<file path="config.mk">
export PLATFORM = sky130hd
export DESIGN_NAME = dirq_ctrl
export DESIGN_NICKNAME = d
export VERILOG_FILES = /design/src/dirq_pkg.sv /design/src/dirq_events.sv /design/src/dirq_ctrl.sv
export VERILOG_INCLUDE_DIRS = /design/src
export SDC_FILE = /design/constraint.sdc
export NUM_CORES = 1
export LEC_CHECK = 0
export ABC_AREA = 1
export BUFFER_PORTS_ARGS = -buffer_cell sky130_fd_sc_hd__buf_4
export CAP_MARGIN = 15
export CORE_MARGIN = 10
export CORE_UTILIZATION = 40
export DETAILED_ROUTE_END_ITERATION = 7
export PLACE_DENSITY = 0.65
export SYNTH_ARGS = -nofsm -noshare
export SYNTH_HDL_FRONTEND = slang
export SYNTH_HIERARCHICAL = 1
export SYNTH_SLANG_ARGS = --single-unit
</file>
<file path="constraint.sdc">
create_clock -name CLK -period 1.8 [get_ports CLK]
set_input_delay 0 -clock CLK [delete_from_list [all_inputs] [get_ports CLK]]
set_output_delay 0 -clock CLK [all_outputs]
set_load 0.02 [all_outputs]
</file>
<file path="src/dirq_map.svh">
// register offsets, field positions and reset values of the interrupt block
`ifndef DIRQ_MAP_SVH
`define DIRQ_MAP_SVH

// ************************************************************
// register offsets
// ************************************************************
`define DIRQ_OFS_FLAG       16'h1000
`define DIRQ_OFS_FLAG_SET   16'h1004
`define DIRQ_OFS_FLAG_CLEAR 16'h1008
`define DIRQ_OFS_ENABLE     16'h100C

// ************************************************************
// field positions and reset values
// ************************************************************
`define DIRQ_ERR_BIT        31
`define DIRQ_CHAN_MSB       7
`define DIRQ_CHAN_LSB       0
`define DIRQ_FLAG_RESET     9'h000
`define DIRQ_ENABLE_RESET   9'h000
`define DIRQ_RDATA_RESET    32'h0000_0000

`endif

</file>
<file path="src/dirq_pkg.sv">
// types shared by the interrupt block
package dirq_pkg;
    // ************************************************************
    // flag and enable layout: bus error plus eight channels
    // ************************************************************
    typedef struct packed {
        logic       bus_err;
        logic [7:0] chan_complete;
    } dirq_bits_t;

    // ************************************************************
    // register port request
    // ************************************************************
    typedef struct packed {
        logic        wr;
        logic        rd;
        logic [15:0] addr;
        logic [31:0] wdata;
    } dirq_req_t;
endpackage : dirq_pkg

</file>
<file path="src/dirq_events.sv">
// event synchroniser and edge detector for the flag sources
`timescale 1ns/100ps
`default_nettype none
module dirq_events (
    input  wire logic              clk,
    input  wire logic              rst,
    input  wire logic              ce,
    input  wire dirq_pkg::dirq_bits_t lvl_in,
    output var  dirq_pkg::dirq_bits_t rise
);
    dirq_pkg::dirq_bits_t sync1_q, sync1_d;
    dirq_pkg::dirq_bits_t sync2_q, sync2_d;
    dirq_pkg::dirq_bits_t prev_q,  prev_d;
    dirq_pkg::dirq_bits_t rise_q,  rise_d;

    // ************************************************************
    // two stages, then one-cycle pulse on each rising level
    // ************************************************************
    always_comb begin
        sync1_d = lvl_in;
        sync2_d = sync1_q;
        prev_d  = sync2_q;
        rise_d  = sync2_q & ~prev_q;
    end

    always_ff @(posedge clk) begin
        if (rst) begin
            sync1_q <= '0;
            sync2_q <= '0;
            prev_q  <= '0;
            rise_q  <= '0;
        end else if (ce) begin
            sync1_q <= sync1_d;
            sync2_q <= sync2_d;
            prev_q  <= prev_d;
            rise_q  <= rise_d;
        end
    end

    assign rise = rise_q;
endmodule : dirq_events
`default_nettype wire

</file>
<file path="src/dirq_ctrl.sv">
// interrupt flags, flag set and clear, enables and request output of the dma
//
// Added by the designer: strobed register access.
`timescale 1ns/100ps
`default_nettype none
`include "dirq_map.svh"
module dirq_ctrl (
    input  wire logic        CLK,
    input  wire logic        SYS_RST,
    input  wire logic        CLK_EN,
    input  wire logic        BUS_ERROR,
    input  wire logic [7:0]  CHAN_DONE,
    input  wire logic [7:0]  CHAN_REQUEST,
    input  wire logic [7:0]  CHAN_ENABLED,
    input  wire logic [15:0] REG_ADDR,
    input  wire logic [31:0] REG_WDATA,
    input  wire logic        REG_WR,
    input  wire logic        REG_RD,
    output var  logic [31:0] REG_RDATA,
    output var  logic        DMA_IRQ
);
    dirq_pkg::dirq_req_t  req;
    dirq_pkg::dirq_bits_t src_lvl;
    dirq_pkg::dirq_bits_t src_rise;
    dirq_pkg::dirq_bits_t flag_q,   flag_d;
    dirq_pkg::dirq_bits_t enable_q, enable_d;
    dirq_pkg::dirq_bits_t set_mask;
    dirq_pkg::dirq_bits_t clr_mask;
    logic [31:0]          rdata_q,  rdata_d;

    // ************************************************************
    // helpers
    // ************************************************************
    // reserved bits 30..8 are dropped here, so stray ones have no effect
    function automatic dirq_pkg::dirq_bits_t pick(input logic [31:0] w);
        pick.bus_err       = w[`DIRQ_ERR_BIT];
        pick.chan_complete = w[`DIRQ_CHAN_MSB:`DIRQ_CHAN_LSB];
    endfunction : pick

    function automatic logic [31:0] spread(input dirq_pkg::dirq_bits_t b);
        spread = {b.bus_err, 23'h00_0000, b.chan_complete};
    endfunction : spread

    function automatic logic hit(input logic [15:0] a, input logic [15:0] ofs);
        hit = (a == ofs);
    endfunction : hit

    assign req = '{wr: REG_WR, rd: REG_RD, addr: REG_ADDR, wdata: REG_WDATA};

    // ************************************************************
    // event sources
    // ************************************************************
    // level sources arrive from other logic; edge detect makes each a pulse
    always_comb begin
        src_lvl.bus_err       = BUS_ERROR;
        src_lvl.chan_complete = CHAN_DONE | (CHAN_REQUEST & ~CHAN_ENABLED);
    end

    dirq_events u_events (
        .clk    (CLK),
        .rst    (SYS_RST),
        .ce     (CLK_EN),
        .lvl_in (src_lvl),
        .rise   (src_rise)
    );

    // ************************************************************
    // flags and enables
    // ************************************************************
    always_comb begin
        set_mask = '0;
        clr_mask = '0;
        enable_d = enable_q;
        if (req.wr && hit(req.addr, `DIRQ_OFS_FLAG_SET)) begin
            set_mask = pick(req.wdata);
        end
        if (req.wr && hit(req.addr, `DIRQ_OFS_FLAG_CLEAR)) begin
            clr_mask = pick(req.wdata);
        end
        if (req.wr && hit(req.addr, `DIRQ_OFS_ENABLE)) begin
            enable_d = pick(req.wdata);
        end
        // an event in the clearing cycle wins; the bus error state itself
        // lives in the engine and is not released here
        flag_d = (flag_q & ~clr_mask) | set_mask | src_rise;
    end

    // ************************************************************
    // read port
    // ************************************************************
    always_comb begin
        rdata_d = `DIRQ_RDATA_RESET;
        if (req.rd) begin
            if (hit(req.addr, `DIRQ_OFS_FLAG)) begin
                rdata_d = spread(flag_q);
            end else if (hit(req.addr, `DIRQ_OFS_ENABLE)) begin
                rdata_d = spread(enable_q);
            end else begin
                rdata_d = `DIRQ_RDATA_RESET;
            end
        end
    end

    always_ff @(posedge CLK) begin
        if (SYS_RST) begin
            flag_q   <= `DIRQ_FLAG_RESET;
            enable_q <= `DIRQ_ENABLE_RESET;
            rdata_q  <= `DIRQ_RDATA_RESET;
        end else if (CLK_EN) begin
            flag_q   <= flag_d;
            enable_q <= enable_d;
            rdata_q  <= rdata_d;
        end
    end

    assign REG_RDATA = rdata_q;
    assign DMA_IRQ   = |(flag_q & enable_q);
endmodule : dirq_ctrl
`default_nettype wire

</file>
# == After elaboration in Yosys (flattened, before gate mapping) ==
# Index checks and enable logic that the tools add are counted.
# totals
register_bits,86
inputBits,78
out_inout_bits,33
elab_cells,37
# classes
eq_ne,4
n_mux,5
bitwise_logic,10
reduce_logical,5
# op_table
op,count
$mux W32,3
$eq A16 B13 Y1 const B,4
$and A9 B9 Y9,3
$mux W9,2
$not A9 Y9,2
$or A9 B9 Y9,2
$reduce_or A9 Y1,1
$and A8 B8 Y8,1
$not A8 Y8,1
$or A8 B8 Y8,1
$logic_and A1 B1 Y1,3
$reduce_and A2 Y1,1

# == Logic depth before layout (Yosys ltp) ==
# depth
depth_word,7
depth_mapped,8
ltp_nobuf,8

# == Cells and area by module ==
# The synthesis kept the hierarchy.
# by_module_without_submodules
module,n_inst,cells_each,area_each_um2,seq_area_each_um2
dirq_ctrl,1,296,1930.6,540.5
dirq_events,1,165,1337.5,720.7

# == Worst setup path after synthesis ==
# Ideal clock, no wire load.
# synth_path
kind,input to register
start,input port REG_ADDR[11]
end,register enable_q[6] (netlist bit)
arrival_time_ns,0.857
setup_slack_ns,0.813
path_stages,7
path_cell_list,nor2_1 > nand2_2 > nor2_8 > nand4_4 > buf_6 > nor2_1 > nor3b_2
# synth_between
elab_chain_cells,3
# synth_rtl
item,line_no,text
"start, declared",dirq_ctrl.sv:15,"input wire logic [15:0] REG_ADDR,"
$eq A16 B13 Y1,dirq_ctrl.sv:45,hit = (a == ofs);
$logic_and A1 B1 Y1,dirq_ctrl.sv:80,"if (req.wr && hit(req.addr, `DIRQ_OFS_ENABLE)) begin"
$reduce_and A2 Y1 (no line),n/a,
"end signal, assigned",dirq_ctrl.sv:107,enable_q <= `DIRQ_ENABLE_RESET;
"end signal, assigned",dirq_ctrl.sv:111,enable_q <= enable_d;
"end, declared",dirq_ctrl.sv:26,"dirq_pkg::dirq_bits_t enable_q, enable_d;"
# No other way between the ends.
# A chain may end at the register's enable or synchronous reset.

# == Worst setup path after layout ==
# layout_path
start,register flag_q[2] (netlist bit)
end,output port DMA_IRQ
# layout_between
elab_chain_cells,2
# layout_rtl
item,line_no,text
"start, declared",dirq_ctrl.sv:25,"dirq_pkg::dirq_bits_t flag_q, flag_d;"
"start signal, assigned",dirq_ctrl.sv:106,flag_q <= `DIRQ_FLAG_RESET;
"start signal, assigned",dirq_ctrl.sv:110,flag_q <= flag_d;
$and A9 B9 Y9,dirq_ctrl.sv:117,assign DMA_IRQ = |(flag_q & enable_q);
$reduce_or A9 Y1,dirq_ctrl.sv:117,
"end, declared",dirq_ctrl.sv:20,output var logic DMA_IRQ
# No other way between the ends.

==> out/results.md <==
- result of the run: finished, final reports clean
- unrepaired setup endpoints after global routing: no
- maximum vdd drop: 0.473 mV
- number of post-CTS setup repair buffers: 0
- number of global-route vias before repair: 2831
- final non-filler cell area: 4060 um2
- number of distinct library cells after synthesis: 26
- HP Start: CHAN_REQUEST[1]
- antenna violations before repair: 0
- weighted congestion reported at the end of routability-driven placement: 0.823
- final core area utilization: 51.8%
- hold-fix buffer count after cts: 22
- Reg power frac: 49.2%
- root cell of the clock tree: clkbuf_8
- internal power: 2.15 mW
- overall track demand over capacity in global routing: 13.1%
- instance area after placement: 3660 um2
- time the worst path needs with I/O delays and setup: 1.35 ns
- yosys synthesis warning count: 6
- die boundary height: 110 um
- kind of capture point of the worst setup path: output port
- power density over the cells: 720 nW/um2
- setup tns final: 0 ns
- clock latency on the worst-skew pair: 0.35 ns
- Nets: 618
- standard cell core area: 7850 um2
- endpoint arrival time on the critical path: 1.35 ns
- portion of the clock cycle consumed by the worst path in the final layout: 75.1%
- Worst EP required: 1.80 ns
- Hold Fails Final Rpt: 0
- cell count of the worst hold path: 5
- worst slew slack as a fraction of its limit: 54.3%
- post-synthesis area per instance: 7.09 um2
- slew at the pin closest to its max-slew limit: 0.686 ns
- switching power share of the total: 26.4%
- worst setup skew after layout: 0.00825 ns
- worst min-delay path class: in2reg
- number of DRC markers after the initial detailed-route iteration: 130
- Routed wire per std cell: 12.3 um
- first-pass GRT wire length: 13000 um
- half-perimeter wire length after placement: 5420 um
- Clock Path Buffers: 2
- minimum hold slack: 0.0144 ns
- layout cell share with drive strength beyond 1: 18.2%
- Max Slew Vio Count: 0
- proportion of power drawn by combinational gates: 12.0%
- type of origin of the critical path: flop
- # port buffers: 64
- io pins: 111
- detail-routed via count per cell: 4.70
- worst-path fanout max: 3
- leak pwr: 1.84 nW
- endpoint of the lowest-slack register-to-register path: REG_RDATA[31]
- Die X: 110 um
- number of core rows: 32
- Syn Std Cell Area: 3270 um2
- portion of total power attributed to the clock network: 38.8%
- H-tree levels: 3
- antenna diode count: 0
- critical register-to-register path startpoint: enable_q[8]
- largest net degree at the start of global routing: 64
- Layout Area Growth over Synthesis: 24.3%
- DRC viols: 0
- FMAX: 739 MHz
- clock-pin slew reported for the worst setup and hold paths after clock tree synthesis: 0.07 ns
- share of synthesized area occupied by flip-flops and latches: 38.6%
- CTS tree: built
- r2r setup slk: 0.94 ns
- wire length after detailed routing: 7950 um
- Worst Hold Path EP: u_events/sync1_q[1]
- overall die area: 12200 um2
- Detail Route Antenna Nets: 0
- count of endpoints failing setup in the final report: 0
- global route total overflow: 0
- cells on worst reg2reg path: 4
- CTS sink cnt: 63
- Via Count: 3038
- startpoint-to-endpoint class of the critical path: reg2out
- TritonCTS buffer count: 9
- number of max-cap violations: 0
- switching component of the power: 772 uW
- number of instances in the synthesized netlist: 461
- first drt pass iteration count: 4
- # resized after CTS: 0
- Seq cells post-synth: 63
- starting utilization of the core area: 41.6%
[metrics by stage]
stage	cells	worst slack, ns	power, mW
2_1_floorplan	483	0.813	1.70
3_3_place_gp	609	0.542	1.77
3_5_place_dp	609	0.519	1.78
4_1_cts	647	0.426	2.96
5_1_grt	647	0.325	3.06
6_report	647	0.448	2.93
[routing by layer]
| metal | track usage [%] | vias to the layer above | wire length, um |
|---|---|---|---|
| li1 | - | 1593 | - |
| met1 | 15.6 | 1337 | 3380 |
| met2 | 20.9 | 92 | 3660 |
| met3 | 5.57 | 16 | 772 |
| met4 | 4.22 | 0 | 141 |
| met5 | 0 | - | 0 |
[worst max-delay path, stage by stage (launching register included)]
cell and delay, ns:
dfxtp_1 0.34, nand2_1 0.07, nand2_1 0.06, a221oi_1 0.24, nand3_1 0.13, buf_4 0.18
[cells by family (layout without fill, tap and decap cells)]
| logic type | after synthesis | count (layout) | share of synthesized area, % |
|---|---|---|---|
| compound gates | 64 | 64 | 11.0 |
| buf+inv | 100 | 162 | 16.8 |
| flops | 63 | 63 | 38.6 |
| other cells | 1 | 23 | 0.115 |
| simple gates | 233 | 233 | 33.5 |
[cell usage in the layout (no fill, tap or decap), drive strengths merged]
cell type,count
nor3,1
nand2,154
buf,68
clkinv,4
nand3,10
clkbuf,12
a221oi,2
dfxtp,63
clkinvlp,2
nand4,37
a21oi,54
nor3b,9
nor2,22
o21bai,8
inv,54
dlygate4sd3,22
conb,23
[synth_stat cells, drive strengths merged]
master  count  area share [%]
o21bai      8             1.8
a21oi      54             8.6
inv        53             6.3
a221oi      2            0.54
conb        1            0.11
dfxtp      63              39
nand2     154              18
nand3      10             1.5
nor3b       9             2.2
nand4      37             7.5
clkinv      3            0.34
nor3        1            0.31
clkbuf      4            0.46
nor2       22             4.0
buf        40             9.7
[state kept, by name (all words and copies together) (netlist names)]
register	cells
flag_q	9
u_events/prev_d	9
enable_q	9
u_events/sync1_q	9
u_events/prev_q	9
u_events/rise	9
REG_RDATA	9
[power by group through the flow]
stage / sequential (mW) / clock [mW] / combinational (mW)
floorplan: 1.47 / 0 / 0.237
detailed placement: 1.47 / 0 / 0.309
CTS: 1.44 / 1.17 / 0.349
finish: 1.44 / 1.13 / 0.351
global placement: 1.47 / 0 / 0.304
global route: 1.44 / 1.23 / 0.386
[how the worst max path moves through the flow]
| stage | from | end | cells past startpoint | slack, ns |
|---|---|---|---|---|
| after floorplan | REG_ADDR[11] | enable_q[6] | 7 | 0.81 |
| after global placement | REG_ADDR[5] | REG_RDATA[31] | 9 | 0.54 |
| after detailed placement | REG_ADDR[7] | REG_RDATA[4] | 9 | 0.52 |
| after CTS | flag_q[2] | DMA_IRQ | 5 | 0.43 |
| after global routing | flag_q[7] | DMA_IRQ | 5 | 0.33 |
| final | flag_q[2] | DMA_IRQ | 5 | 0.45 |
[area by class of cell]
type,instances,area (um2)
Tap cell,102,128
Fill cell,793,3790
Inverter,56,218
Clock buffer,12,155
Multi-Input combinational cell,320,1540
Timing Repair Buffer,90,731
Clock inverter,4,28.8
Sequential cell,63,1260
Note: power is estimated with default switching activity, not from simulation.
